===== config.mk =====
export PLATFORM = sky130hd
export DESIGN_NAME = adcgc_ctrl
export DESIGN_NICKNAME = d
export VERILOG_FILES = /design/src/adcgc_pkg.sv /design/src/adcgc_chop_avg.sv /design/src/adcgc_ctrl.sv
export VERILOG_INCLUDE_DIRS = /design/src /design/src/src
export SDC_FILE = /design/constraint.sdc
export NUM_CORES = 1
export LEC_CHECK = 0
export ABC_AREA = 1
export BUFFER_PORTS_ARGS = -buffer_cell sky130_fd_sc_hd__buf_2
export CORE_AREA = 2 2 240 171
export CTS_BUF_LIST = sky130_fd_sc_hd__clkbuf_2
export DETAILED_ROUTE_END_ITERATION = 8
export DIE_AREA = 0 0 242 173
export PLACE_DENSITY_LB_ADDON = 0.3
export SETUP_SLACK_MARGIN = 0.15
export SLEW_MARGIN = 20
export SYNTH_ARGS = -nofsm -noshare
export SYNTH_HDL_FRONTEND = slang
export SYNTH_HIERARCHICAL = 1
export SYNTH_SLANG_ARGS = --single-unit

===== constraint.sdc =====
create_clock -name sys_clk_in -period 4.87 [get_ports sys_clk_in]
set_clock_uncertainty 0.15 [all_clocks]
set_input_delay 0.974 -clock sys_clk_in [delete_from_list [all_inputs] [get_ports sys_clk_in]]
set_output_delay 0.974 -clock sys_clk_in [all_outputs]
set_load 0.01 [all_outputs]

===== src/adcgc_defines.svh =====
`ifndef ADCGC_DEFINES_SVH
`define ADCGC_DEFINES_SVH

`define ADCGC_OFS_SYNC 8'h00
`define ADCGC_OFS_CHOP 8'h04
`define ADCGC_OFS_CONV 8'h08
`define ADCGC_OFS_RCMP 8'h0c
`define ADCGC_OFS_RTHR 8'h10
`define ADCGC_OFS_STAT 8'h14
`define ADCGC_OFS_ICRES 8'h18
`define ADCGC_OFS_ACRES 8'h1c

`define ADCGC_GAIN_MAX 3'h6
`define ADCGC_SYNC_MARGIN 6'h23
`define ADCGC_XING_TICKS 2'h2
`define ADCGC_SETTLE_CNT 2'h2
`define ADCGC_FEED_RST 1'h1

`endif


===== src/adcgc_pkg.sv =====
package adcgc_pkg;

  typedef enum logic [1:0] {
    ADCGC_CHOP_OFF = 2'b00,
    ADCGC_CHOP_FAST = 2'b01,
    ADCGC_CHOP_SLOW = 2'b10,
    ADCGC_CHOP_SW = 2'b11
  } adcgc_chop_e;

  typedef enum logic [1:0] {
    ADCGC_CMD_NONE = 2'b00,
    ADCGC_CMD_IMM = 2'b01,
    ADCGC_CMD_NEXT_IC = 2'b10,
    ADCGC_CMD_NEXT_AC = 2'b11
  } adcgc_cmd_e;

  typedef enum logic [1:0] {
    ADCGC_SYNC_IDLE = 2'b00,
    ADCGC_SYNC_XING = 2'b01,
    ADCGC_SYNC_WAIT = 2'b10
  } adcgc_sst_e;

  // Converter configuration, buffered and active copies
  typedef struct packed {
    logic cadc_en;
    logic vadc_en;
    adcgc_chop_e chop;
    logic pol;
    logic [2:0] gain;
    logic [1:0] ic_dec;
    logic [2:0] ac_dec;
    logic rc_en;
    logic rc_dec_mode;
    logic rc_irq_en;
    logic [7:0] rc_timeout;
    logic [17:0] rc_thresh;
  } adcgc_cfg_s;

  typedef struct packed {
    adcgc_cfg_s shadow;
    adcgc_cfg_s active;
    adcgc_cmd_e cmd;
    adcgc_sst_e st;
    logic [5:0] margin;
    logic [1:0] xcnt;
    logic busy;
    logic conv_rst;
    logic pol;
    logic feed_en;
    logic [1:0] settle;
    logic avg_clr;
    logic [7:0] rc_cnt;
    logic rc_irq;
    logic [15:0] ic_hold;
    logic [17:0] ac_hold;
    logic [31:0] rdata;
  } adcgc_state_s;

endpackage : adcgc_pkg


===== src/adcgc_chop_avg.sv =====
`timescale 1ns/1ns
// Demodulates, optionally averages the last two results, and clamps
module adcgc_chop_avg #(
  parameter int W = 16
) (
  input wire logic sys_clk_in,
  input wire logic rst_in,
  input wire logic valid_in,
  input wire logic signed [W:0] data_in,
  input wire logic invert_in,
  input wire logic avg_en_in,
  input wire logic clear_in,
  output logic [W-1:0] result_out,
  output logic valid_out
);

  localparam logic signed [W+1:0] MAXP = {3'b000, {(W-1){1'b1}}};
  localparam logic signed [W+1:0] MINN = {3'b111, {(W-1){1'b0}}};

  typedef struct packed {
    logic signed [W+1:0] prev;
    logic have;
    logic [W-1:0] res;
    logic vld;
  } adcgc_avg_s;

  adcgc_avg_s q;
  adcgc_avg_s next_q;
  logic signed [W+1:0] cur;
  logic signed [W+2:0] sum;

  // Clamp to the result width rather than wrap
  function automatic logic [W-1:0] sat(input logic signed [W+1:0] v);
    if (v > MAXP) return MAXP[W-1:0];
    if (v < MINN) return MINN[W-1:0];
    return v[W-1:0];
  endfunction : sat

  // Running average needs two results; the first after a clear is held back
  always_comb begin
    next_q = q;
    next_q.vld = 1'b0;
    cur = invert_in ? -{data_in[W], data_in} : {data_in[W], data_in};
    sum = {q.prev[W+1], q.prev} + {cur[W+1], cur};
    if (clear_in) begin
      next_q.have = 1'b0;
    end else if (valid_in) begin
      if (avg_en_in) begin
        next_q.prev = cur;
        next_q.have = 1'b1;
        if (q.have) begin
          next_q.res = sat(sum[W+2:1]);
          next_q.vld = 1'b1;
        end
      end else begin
        next_q.res = sat(cur);
        next_q.vld = 1'b1;
      end
    end
  end

  always_ff @(posedge sys_clk_in) begin
    if (rst_in) begin
      q <= '0;
    end else begin
      q <= next_q;
    end
  end

  assign result_out = q.res;
  assign valid_out = q.vld;

endmodule : adcgc_chop_avg


===== src/adcgc_ctrl.sv =====
// The address-and-strobe port and the address map are this design's own decisions.
`timescale 1ns/1ns
`include "adcgc_defines.svh"
module adcgc_ctrl (
  input wire logic sys_clk_in,
  input wire logic rst_in,
  input wire logic [7:0] reg_addr_in,
  input wire logic [31:0] reg_wdata_in,
  input wire logic reg_we_in,
  input wire logic reg_re_in,
  output logic [31:0] reg_rdata_out,
  input wire logic smp_tick_in,
  input wire logic ic_valid_in,
  input wire logic signed [16:0] ic_data_in,
  input wire logic ac_valid_in,
  input wire logic signed [18:0] ac_data_in,
  input wire logic ac_read_busy_in,
  output adcgc_pkg::adcgc_cfg_s conv_cfg_out,
  output logic conv_rst_out,
  output logic polarity_out,
  output logic ac_feed_en_out,
  output logic [15:0] ic_result_out,
  output logic ic_result_valid_out,
  output logic [17:0] ac_result_out,
  output logic ac_result_valid_out,
  output logic rc_irq_out,
  output logic sync_busy_flag_out
);
  import adcgc_pkg::*;

  adcgc_state_s q;
  adcgc_state_s next_q;
  logic apply;
  logic edge_hit;
  logic above;
  logic ic_use;
  logic ic_inv;
  logic ac_inv;
  logic [15:0] ic_avg;
  logic ic_avg_vld;
  logic [17:0] ac_avg;
  logic ac_avg_vld;

  // Code 7 has no gain level, so it folds to the top one
  function automatic logic [2:0] gain_fix(input logic [2:0] g);
    return (g > `ADCGC_GAIN_MAX) ? `ADCGC_GAIN_MAX : g;
  endfunction : gain_fix

  // Magnitude of a signed accumulated result
  function automatic logic [18:0] mag(input logic signed [18:0] v);
    return v[18] ? 19'(-v) : 19'(v);
  endfunction : mag

  function automatic logic auto_mode(input adcgc_chop_e m);
    return (m == ADCGC_CHOP_FAST) || (m == ADCGC_CHOP_SLOW);
  endfunction : auto_mode

  // Only the third result after a fast-mode flip is usable
  assign ic_use = ic_valid_in &&
                  ((q.active.chop != ADCGC_CHOP_FAST) || (q.settle == `ADCGC_SETTLE_CNT));
  assign ic_inv = auto_mode(q.active.chop) && q.pol;
  assign ac_inv = (q.active.chop == ADCGC_CHOP_SLOW) && q.pol;
  assign above = mag(ac_data_in) > {1'b0, q.active.rc_thresh};
  assign edge_hit = ((q.cmd == ADCGC_CMD_NEXT_IC) && ic_valid_in) ||
                    ((q.cmd == ADCGC_CMD_NEXT_AC) && ac_valid_in);

  // Instantaneous path: averaged in fast mode
  adcgc_chop_avg #(
    .W(16)
  ) u_ic_avg (
    .sys_clk_in(sys_clk_in),
    .rst_in(rst_in),
    .valid_in(ic_use),
    .data_in(ic_data_in),
    .invert_in(ic_inv),
    .avg_en_in(q.active.chop == ADCGC_CHOP_FAST),
    .clear_in(q.avg_clr),
    .result_out(ic_avg),
    .valid_out(ic_avg_vld)
  );

  // Accumulated path: averaged in slow mode
  adcgc_chop_avg #(
    .W(18)
  ) u_ac_avg (
    .sys_clk_in(sys_clk_in),
    .rst_in(rst_in),
    .valid_in(ac_valid_in),
    .data_in(ac_data_in),
    .invert_in(ac_inv),
    .avg_en_in(q.active.chop == ADCGC_CHOP_SLOW),
    .clear_in(q.avg_clr),
    .result_out(ac_avg),
    .valid_out(ac_avg_vld)
  );

  // Next-state logic for registers, sync engine, chopper and comparator
  always_comb begin
    next_q = q;
    next_q.conv_rst = 1'b0;
    next_q.avg_clr = 1'b0;
    next_q.rc_irq = 1'b0;
    next_q.rdata = '0;
    apply = 1'b0;

    // Buffered writes, locked while a transfer is pending
    if (reg_we_in && !q.busy) begin
      case (reg_addr_in)
        `ADCGC_OFS_CHOP: begin
          next_q.shadow.chop = adcgc_chop_e'(reg_wdata_in[1:0]);
          next_q.shadow.pol = reg_wdata_in[2];
          next_q.shadow.cadc_en = reg_wdata_in[3];
          next_q.shadow.vadc_en = reg_wdata_in[4];
        end
        `ADCGC_OFS_CONV: begin
          next_q.shadow.gain = gain_fix(reg_wdata_in[2:0]);
          next_q.shadow.ic_dec = reg_wdata_in[5:4];
          next_q.shadow.ac_dec = reg_wdata_in[10:8];
        end
        `ADCGC_OFS_RCMP: begin
          next_q.shadow.rc_en = reg_wdata_in[0];
          next_q.shadow.rc_dec_mode = reg_wdata_in[1];
          next_q.shadow.rc_irq_en = reg_wdata_in[2];
          next_q.shadow.rc_timeout = reg_wdata_in[15:8];
        end
        `ADCGC_OFS_RTHR: begin
          next_q.shadow.rc_thresh = reg_wdata_in[17:0];
        end
        `ADCGC_OFS_SYNC: begin
          if (reg_wdata_in[1:0] != ADCGC_CMD_NONE) begin
            next_q.cmd = adcgc_cmd_e'(reg_wdata_in[1:0]);
            next_q.busy = 1'b1;
            next_q.margin = '0;
            next_q.xcnt = '0;
            // Idle converters have no edge to wait for
            if ((reg_wdata_in[1:0] == ADCGC_CMD_IMM) ||
                (!q.active.cadc_en && !q.active.vadc_en)) begin
              next_q.st = ADCGC_SYNC_XING;
            end else begin
              next_q.st = ADCGC_SYNC_WAIT;
            end
          end
        end
        default: begin
        end
      endcase
    end

    // Transfer engine, timed in converter sample cycles
    unique case (q.st)
      ADCGC_SYNC_IDLE: begin
      end
      ADCGC_SYNC_XING: begin
        if (smp_tick_in) begin
          if (q.xcnt == `ADCGC_XING_TICKS - 2'h1) begin
            apply = 1'b1;
          end else begin
            next_q.xcnt = q.xcnt + 2'h1;
          end
        end
      end
      ADCGC_SYNC_WAIT: begin
        if (smp_tick_in && (q.margin < `ADCGC_SYNC_MARGIN)) begin
          next_q.margin = q.margin + 6'h1;
        end
        // A late command lets this edge pass and takes the next one
        if (edge_hit && (q.margin >= `ADCGC_SYNC_MARGIN)) begin
          apply = 1'b1;
        end
      end
      default: begin
        next_q.st = ADCGC_SYNC_IDLE;
      end
    endcase

    // Chopper sequencing on converter results
    unique case (q.active.chop)
      ADCGC_CHOP_FAST: begin
        if (ic_valid_in) begin
          if (q.settle == `ADCGC_SETTLE_CNT) begin
            next_q.settle = '0;
            next_q.pol = !q.pol;
          end else begin
            next_q.settle = q.settle + 2'h1;
          end
        end
      end
      ADCGC_CHOP_SLOW: begin
        if (ac_valid_in) begin
          next_q.pol = !q.pol;
          next_q.settle = '0;
        end else if (ic_valid_in && (q.settle != `ADCGC_SETTLE_CNT)) begin
          next_q.settle = q.settle + 2'h1;
        end
      end
      ADCGC_CHOP_OFF, ADCGC_CHOP_SW: begin
        next_q.settle = `ADCGC_SETTLE_CNT;
      end
    endcase

    // Comparator runs on every accumulated result, readable or not
    if (q.active.rc_en && ac_valid_in) begin
      if (above) begin
        if (q.rc_cnt + 8'h1 >= q.active.rc_timeout) begin
          next_q.rc_cnt = '0;
          next_q.rc_irq = q.active.rc_irq_en;
        end else begin
          next_q.rc_cnt = q.rc_cnt + 8'h1;
        end
      end else if (q.active.rc_dec_mode) begin
        next_q.rc_cnt = (q.rc_cnt != 8'h0) ? q.rc_cnt - 8'h1 : 8'h0;
      end else begin
        next_q.rc_cnt = '0;
      end
    end

    // New settings land; state tied to the old ones is restarted
    if (apply) begin
      next_q.active = q.shadow;
      next_q.busy = 1'b0;
      next_q.st = ADCGC_SYNC_IDLE;
      next_q.cmd = ADCGC_CMD_NONE;
      next_q.conv_rst = (q.cmd == ADCGC_CMD_IMM) ||
                        (!q.active.cadc_en && !q.active.vadc_en);
      if (q.shadow.chop != q.active.chop) begin
        next_q.avg_clr = 1'b1;
        next_q.settle = '0;
        next_q.pol = 1'b0;
      end
      if (q.shadow.rc_dec_mode != q.active.rc_dec_mode) begin
        next_q.rc_cnt = '0;
      end
    end

    // Software mode follows the synchronised select bit only
    // Uses the incoming settings so leaving software mode starts from polarity zero
    if (next_q.active.chop == ADCGC_CHOP_SW) begin
      next_q.pol = next_q.active.pol;
    end
    // Stage two is fed only with settled results
    next_q.feed_en = (next_q.settle == `ADCGC_SETTLE_CNT);

    // Readable copies; a pending readout holds the accumulated one
    if (ic_avg_vld) begin
      next_q.ic_hold = ic_avg;
    end
    if (ac_avg_vld && !ac_read_busy_in) begin
      next_q.ac_hold = ac_avg;
    end

    // Read data stands for exactly one cycle; unmapped reads give zero
    if (reg_re_in) begin
      case (reg_addr_in)
        `ADCGC_OFS_SYNC: next_q.rdata = {29'h0, q.busy, q.cmd};
        `ADCGC_OFS_CHOP: next_q.rdata = {27'h0, q.shadow.vadc_en, q.shadow.cadc_en,
                                         q.shadow.pol, q.shadow.chop};
        `ADCGC_OFS_CONV: next_q.rdata = {21'h0, q.shadow.ac_dec, 2'h0, q.shadow.ic_dec,
                                         1'h0, q.shadow.gain};
        `ADCGC_OFS_RCMP: next_q.rdata = {16'h0, q.shadow.rc_timeout, 5'h0,
                                         q.shadow.rc_irq_en, q.shadow.rc_dec_mode,
                                         q.shadow.rc_en};
        `ADCGC_OFS_RTHR: next_q.rdata = {14'h0, q.shadow.rc_thresh};
        `ADCGC_OFS_STAT: next_q.rdata = {23'h0, q.pol, q.rc_cnt};
        `ADCGC_OFS_ICRES: next_q.rdata = {16'h0, q.ic_hold};
        `ADCGC_OFS_ACRES: next_q.rdata = {14'h0, q.ac_hold};
        default: next_q.rdata = '0;
      endcase
    end
  end

  // Feed enable leaves reset high because the chopper starts off
  always_ff @(posedge sys_clk_in) begin
    if (rst_in) begin
      q <= '0;
      q.feed_en <= `ADCGC_FEED_RST;
    end else begin
      q <= next_q;
    end
  end

  // Every output is a state field or a submodule flop
  assign reg_rdata_out = q.rdata;
  assign conv_cfg_out = q.active;
  assign conv_rst_out = q.conv_rst;
  assign polarity_out = q.pol;
  assign ac_feed_en_out = q.feed_en;
  assign ic_result_out = ic_avg;
  assign ic_result_valid_out = ic_avg_vld;
  assign ac_result_out = ac_avg;
  assign ac_result_valid_out = ac_avg_vld;
  assign rc_irq_out = q.rc_irq;
  assign sync_busy_flag_out = q.busy;
endmodule : adcgc_ctrl


-- Word-level counts from Yosys, hierarchy flattened
Cells that the tools add are included.
- input bits: 84
- output and inout port bits: 115
- logic and storage cells: 255
- flip-flop bits (word level): 254
- mux-type cells: 102
- magnitude comparators: 13
- reduce and logical (&&, ||, !) cells: 48
- eq/ne operators: 26
- add/subtract/negate cells: 10
- bitwise operators: 9
- operator list (operator ; number):
    18-bit two-way mux ; 9
    18-bit one-hot mux with 8 select lines ; 1
    16-bit two-way mux ; 8
    19-bit two-way mux ; 3
    1-bit two-way mux ; 51
    44-bit two-way mux ; 1
    20-bit by 18-bit > comparator with 1-bit output (second input constant) ; 2
    20-bit by 18-bit < comparator with 1-bit output (second input constant) ; 2
    8-bit two-way mux ; 5
    13-bit two-way mux ; 3
    18-bit by 16-bit > comparator with 1-bit output (second input constant) ; 2
    18-bit by 16-bit < comparator with 1-bit output (second input constant) ; 2
    17-bit two-way mux ; 2
    8-bit by 5-bit == test with 1-bit output (second input constant) ; 4
    20-bit by 20-bit adder with 21-bit output ; 1
    20-bit two-way mux ; 1
    20-bit negator ; 1
    18-bit by 18-bit adder with 19-bit output ; 1
    19-bit by 18-bit > comparator with 1-bit output ; 1
    19-bit negator ; 1
    2-bit two-way mux ; 9
    18-bit negator ; 1
    2-bit == test (second input constant) ; 8
    8-bit by 4-bit == test with 1-bit output (second input constant) ; 2
    33 further kinds ; 87

-- Logic depth before layout (Yosys ltp)
- depth in word-level cells: 20
- mapped depth: 26
- mapped depth without buffers: 25

-- Hierarchy
The synthesis kept the hierarchy.
- modules (own cells, without submodules) (module ; area an instance (um^2) ; cells an instance ; instances):
    adcgc_ctrl ; 8469.4 ; 1123 ; 1
    adcgc_chop_avg at u_ac_avg ; 4021.4 ; 632 ; 1
    adcgc_chop_avg at u_ic_avg ; 3230.6 ; 511 ; 1

-- Worst setup path after synthesis
OpenSTA, ideal clock, no wires.
- path kind: input port to flip-flop
- start: input port ac_data_in[0]
- end: register u_ac_avg.q, in the netlist u_ac_avg/result_out[10]
- data arrival time: 3.487 ns
- stages: 21
- data required time: 4.611 ns
- path slack: 1.125 ns
- path buffers: 1
- cell sequence: inv_1 > ha_1 > nand2_1 > nor2_1 > nand3_1 > o21ai_0 > xnor2_1 > ha_1 > a21oi_1 > nand2_1 > a21oi_1 > nand3_1 > nand2_1 > nand2_1 > nand2_1 > nand2_4 > buf_6 > nand3_1 > nand3_2 > nand2_1 > inv_1
- cells in the longest elaborated chain, start to end: 14
- elaborated cells on any way between the ends: 35
- ends and longest elaborated chain (item ; RTL line ; text):
    from (decl) ; adcgc_ctrl.sv:16 ; input wire logic signed [18:0] ac_data_in,
    20-bit negator * ; adcgc_chop_avg.sv:43 ; cur = invert_in ? -{data_in[W], data_in} : {data_in[W], data_in};
    20-bit two-way mux * ; adcgc_chop_avg.sv:43 ;
    net u_ac_avg.cur[14] ; adcgc_chop_avg.sv:29 ; logic signed [W+1:0] cur;
    20-bit by 20-bit adder with 21-bit output ; adcgc_chop_avg.sv:44 ; sum = {q.prev[W+1], q.prev} + {cur[W+1], cur};
    20-bit by 18-bit < comparator with 1-bit output ; adcgc_chop_avg.sv:35 ; if (v < MINN) return MINN[W-1:0];
    1-bit two-way mux (2 in series) ; adcgc_chop_avg.sv:35 ;
    1-bit two-way mux ; adcgc_chop_avg.sv:51 ; if (q.have) begin
    1-bit two-way mux ; adcgc_chop_avg.sv:48 ; if (avg_en_in) begin
    1-bit two-way mux ; adcgc_chop_avg.sv:47 ; end else if (valid_in) begin
    1-bit two-way mux ; adcgc_chop_avg.sv:45 ; if (clear_in) begin
    18-bit two-way mux ; adcgc_chop_avg.sv:36 ; return v[W-1:0];
    18-bit two-way mux ; adcgc_chop_avg.sv:35 ;
    19-bit two-way mux ; adcgc_chop_avg.sv:51 ;
    19-bit two-way mux * ; adcgc_chop_avg.sv:48 ;
    to (signal assigned) ; adcgc_chop_avg.sv:66 ; q <= next_q;
    to (decl) ; adcgc_chop_avg.sv:27 ; adcgc_avg_s q;
The timed path passes the listed nets; every way through them passes the cells marked *. The select of a mux whose other input is x is not followed.
A chain may end at the register's enable or synchronous reset.

-- Worst setup path after layout
- start: register q, in the netlist conv_cfg_out[38]
- end: register u_ic_avg.q, in the netlist u_ic_avg/result_out[8]
- cells in the longest elaborated chain, start to end: 16
- elaborated cells on any way between the ends: 43
- ends and longest elaborated chain (item ; RTL line ; text):
    from (decl) ; adcgc_ctrl.sv:31 ; adcgc_state_s q;
    from (signal assigned) ; adcgc_ctrl.sv:277 ; q <= next_q;
    2-bit by 1-bit == test with 1-bit output or 2-bit == test (tied branches) ; adcgc_ctrl.sv:55 ; return (m == ADCGC_CHOP_FAST) || (m == ADCGC_CHOP_SLOW);
    1-bit logical OR * ; adcgc_ctrl.sv:55 ;
    1-bit logical AND * ; adcgc_ctrl.sv:61 ; assign ic_inv = auto_mode(q.active.chop) && q.pol;
    net ic_inv ; adcgc_ctrl.sv:37 ; logic ic_inv;
    18-bit two-way mux * ; adcgc_chop_avg.sv:43 ;
    net u_ic_avg.cur[12] ; adcgc_chop_avg.sv:29 ;
    18-bit by 18-bit adder with 19-bit output ; adcgc_chop_avg.sv:44 ;
    18-bit by 16-bit < comparator with 1-bit output ; adcgc_chop_avg.sv:35 ;
    1-bit two-way mux (2 in series) ; adcgc_chop_avg.sv:35 ;
    1-bit two-way mux ; adcgc_chop_avg.sv:51 ;
    1-bit two-way mux ; adcgc_chop_avg.sv:48 ;
    1-bit two-way mux ; adcgc_chop_avg.sv:47 ;
    1-bit two-way mux ; adcgc_chop_avg.sv:45 ;
    16-bit two-way mux ; adcgc_chop_avg.sv:36 ;
    16-bit two-way mux ; adcgc_chop_avg.sv:35 ;
    17-bit two-way mux ; adcgc_chop_avg.sv:51 ;
    17-bit two-way mux * ; adcgc_chop_avg.sv:48 ;
    to (signal assigned) ; adcgc_chop_avg.sv:66 ;
    to (decl) ; adcgc_chop_avg.sv:27 ;
Marked as above.

==> run_results.csv <==
group,metric,value,unit
run_status,outcome,"completed",
worst_setup_path,critPathKind,"reg -> reg",
grt,grt_max_degree,69,
floorplanning,initial_core_util,0.399,
floorplanning,die_w,242,um
clock_network,cts_resized,0,
timing,fin_tns_setup,0,ns
worst_setup_path,slowest_stage,"dfxtp_1",
clock_network,htree_levels,2,
worst_setup_path,worstPathMaxFanout,15,
floorplanning,coreArea,39400,um2
timing,final_hold_viol_count,0,
worst_setup_path,critPathMostFrequentCell,"nor2_1",
synthesis,yosysTopAreaCell,"dfxtp_1",
floorplanning,rows,61,
power,worst_ir_drop_vdd,145,uV
final_layout,final_nets,2517,
final_layout,syn_to_final_growth,6.37,%
synthesis,ys_warn_count,6,
drt,routed_via_density,5.17,
run,cap_violations,0,
power,p_sw,1290,uW
synthesis,synth-seq-cells,240,
worst_setup_path,cp_num_buf_inv,3,
grt,overflow,0,
synthesis,synth_top_area_frac,0.306,
worst_setup_path,cp_top_family,"simple AND/OR/NAND/NOR gates",
power,p_per_area,234,nW/um2
worst_setup_path,worstRegToRegCells,18,
synthesis,synth-edff-count,0,
final_layout,drive_gt1_frac,0.169,
synthesis,seq_area_frac_synth,0.306,
worst_setup_path,r2r-start,"conv_cfg_out[38]$_SDFF_PP0_",
drt,drt_wl_total,49900,um
timing,timing.final.ws_setup,0.493,ns
placement,place_ws,0.287,ns
grt,grt_pass1_wl,77000,um
placement,io_buffer_count,170,
drt,first_pass_iters,5,
timing,min_period_over_period,0.899,
power,p_clk_frac,0.339,
timing,rsz0062_at_grt,"false",
timing,slew_headroom,0.320,
drt,drtAntennaViolNets,0,
clock_network,cts_setup_buffers,0,
worst_setup_path,cp-end-kind,"flop",
clock_network,cts_buffers,60,
clock_network,clkSinkCount,240,
clock_network,clk_pin_slew,0.12,ns
grt,grt_usage,0.231,
power,pwr-share-seq,0.522,
worst_hold_path,hold_depth,3,
timing,setup_violations,0,
timing,period_needed,4.38,ns
clock_network,clockRootBuffer,"clkbuf_2",
synthesis,ys_top_cells_by_area,"dfxtp_1 31%, nand2_1 8.9%, inv_1 7.4%, ha_1 6.5%, o21ai_0 5.8%",
worst_hold_path,holdCritPathClass,"in -> reg",
synthesis,synth_area,15700,um2
drt,wl_per_cell,17.0,um
worst_setup_path,slowest_delay,0.48,ns
timing,slew_violations,0,
timing,tightest_slew,1.02,ns
floorplanning,boundaryPins,199,
power,p_leak,0.00819,uW
worst_setup_path,ff2ff_setup_slack,0.49,ns
synthesis,ys_types,56,
placement,place_congestion,0.965,
worst_setup_path,cp_data_arrival_time,5.11,ns
worst_setup_path,cp_num_cells,18,
clock_network,cts_tree,"built",
placement,hpwl,38800,um
worst_hold_path,hold_end,"u_ic_avg/q[18]$_SDFFE_PP0P_",
worst_setup_path,path_cells,"inv_1 -> ha_1 -> nor2_1 -> buf_4 -> inv_1 -> o21ai_0 -> xor2_1 -> ha_1 -> a21oi_1 -> o21ai_0 -> a21oi_1 -> nand2_1 -> nand2_1 -> nand3_2 -> nand3_2 -> nand3_1 -> nor2_1 -> nor2_1",
drt,drtIter0Drc,1510,
grt,grt_pass1_vias,13900,
synthesis,syn_inst,2266,
final_layout,final_design_area_no_fill,16700,um2
synthesis,ys_async_sr_fraction,0,
floorplanning,die_h,173,um
floorplanning,die-area,41900,um2
power,pwr-share-comb,0.139,
drt,num_vias,15100,
worst_setup_path,r2r_end,"u_ic_avg/result_out[8]$_SDFFE_PP0P_",
timing,clock.fmax,228,MHz
clock_network,worstSkewPairLatency,0.98,ns
clock_network,clk_path_buf_depth,3,
worst_hold_path,hp-start,"ic_data_in[0]",
synthesis,syn_avg_cell_area,6.94,um2
final_layout,nFillCells,4250,
grt,antenna_found_initial,1,
power,switching_share,0.329,
drt,drc_errors,0,
synthesis,synth_flop_cell,"dfxtp_1",
clock_network,ctsHoldBuffers,0,
power,internal-power,2630,uW
worst_setup_path,start_kind,"flop",
placement,place_area,16200,um2
worst_setup_path,critPathRequiredTime,5.61,ns
## synth_stat cells (3+ instances only)
cell / count
nand2_1: 374
inv_1: 308
dfxtp_1: 240
nor2_1: 213
o21ai_0: 182
a21oi_1: 158
nand3_1: 122
buf_4: 112
ha_1: 82
xor2_1: 53
o22ai_1: 47
nand2_2: 38
clkbuf_1: 37
o21bai_1: 30
xnor2_1: 29
nand3_2: 23
nand4_1: 22
nor2_2: 22
nor3_1: 21
inv_2: 18
buf_2: 17
o21ai_1: 16
a221oi_1: 10
a31oi_1: 8
buf_6: 6
nand2_4: 6
o31ai_1: 6
a211oi_1: 5
and2_1: 5
nor2_4: 5
nor3_2: 5
nand3b_1: 4
o211ai_1: 4
o21ai_2: 4
clkinv_1: 3
nor4_1: 3
or2_1: 3
## layout by cell type (no fill, tap or decap), types with 8 or more instances in the layout
| master | n |
|---|---|
| nand2_1 | 374 |
| inv_1 | 308 |
| dfxtp_1 | 240 |
| nor2_1 | 213 |
| o21ai_0 | 182 |
| buf_2 | 170 |
| a21oi_1 | 158 |
| nand3_1 | 122 |
| ha_1 | 82 |
| clkbuf_2 | 80 |
| xor2_1 | 53 |
| o22ai_1 | 47 |
| nand2_2 | 38 |
| o21bai_1 | 30 |
| xnor2_1 | 29 |
| nand3_2 | 23 |
| nor2_2 | 22 |
| nand4_1 | 22 |
| inv_2 | 20 |
| nor3_1 | 18 |
| clkinv_1 | 18 |
| o21ai_1 | 16 |
| conb_1 | 14 |
| buf_4 | 12 |
| a221oi_1 | 10 |
| nor3_2 | 8 |
| a31oi_1 | 8 |
## how the worst max path moves through the flow
stage	endpoint	start
CTS	u_ic_avg/result_out[3]$_SDFFE_PP0P_	conv_cfg_out[38]$_SDFF_PP0_
floorplan	u_ac_avg/result_out[10]$_SDFFE_PP0P_	ac_data_in[0]
finish	u_ic_avg/result_out[8]$_SDFFE_PP0P_	conv_cfg_out[38]$_SDFF_PP0_
global route	u_ic_avg/result_out[6]$_SDFFE_PP0P_	conv_cfg_out[38]$_SDFF_PP0_
detailed placement	u_ic_avg/result_out[5]$_SDFFE_PP0P_	ic_data_in[0]
global placement	u_ic_avg/result_out[5]$_SDFFE_PP0P_	ic_data_in[0]
## sequential cells by signal, indices dropped and copies added (netlist names)
name	flops
q	99
conv_cfg_out	42
u_ac_avg/q	21
u_ic_avg/q	19
reg_rdata_out	18
u_ac_avg/result_out	18
u_ic_avg/result_out	16
ac_feed_en_out	1
conv_rst_out	1
polarity_out	1
rc_irq_out	1
sync_busy_flag_out	1
u_ac_avg/valid_out	1
u_ic_avg/valid_out	1
## routing by layer
| layer | part of all wire | wire length [um] | vias to the layer above | track usage |
|---|---|---|---|---|
| met5 | 0 | 0 | - | 0 |
| met4 | 0.019 | 924 | 0 | 0.0602 |
| met3 | 0.092 | 4610 | 67 | 0.0518 |
| met2 | 0.40 | 20000 | 578 | 0.330 |
| met1 | 0.49 | 24300 | 7063 | 0.346 |
| li1 | - | - | 7433 | - |
## tightest hold or removal path, cell delays in order
cell,delay (ns)
buf_2,0.09
inv_2,0.06
a21oi_1,0.11
## logic make-up (layout without fill, tap and decap cells)
family / after synthesis / count (layout) / share of synthesized area
other: 1 / 15 / 0.000239
adder cells (fa/ha/maj): 84 / 84 / 0.0678
AND/OR/NAND/NOR: 874 / 874 / 0.256
flip-flops: 240 / 240 / 0.306
AO/OA/AOI/OAI: 481 / 481 / 0.171
buffers and inverters: 504 / 615 / 0.154
XOR/XNOR: 82 / 82 / 0.0457
## metrics by stage
stage / total power [uW] / hold WS (ns) / instances / util
after floorplan: 2460 / 0.270 / 2279 / -
after global placement: 2620 / 0.282 / 2822 / 0.412
after detailed placement: 2630 / 0.299 / 2822 / 0.412
after CTS: 3960 / 0.0392 / 2925 / 0.425
after global routing: 4130 / 0.117 / 2926 / 0.425
final: 3920 / 0.133 / 2926 / 0.425
## area by class of cell
type	count	area [um2]	share of cell area
clock inverters	23	97.6	0.00584
multi-input cells	1535	8570	0.512
clock buffers	80	400	0.0239
flip-flops and latches	240	4800	0.287
diodes	1	2.50	0.000150
well taps	535	669	0.0400
inverters	330	1240	0.0742
repair buffers	182	941	0.0563
## power by group through the flow
stage                     Sequential, uW  Clock [uW]  Combinational, uW
after floorplan                     2070           0                400
after global placement              2090           0                530
after detailed placement            2090           0                536
after CTS                           2050        1370                540
after global routing                2050        1470                606
final                               2050        1330                546
Power figures use the tool's default switching activity.
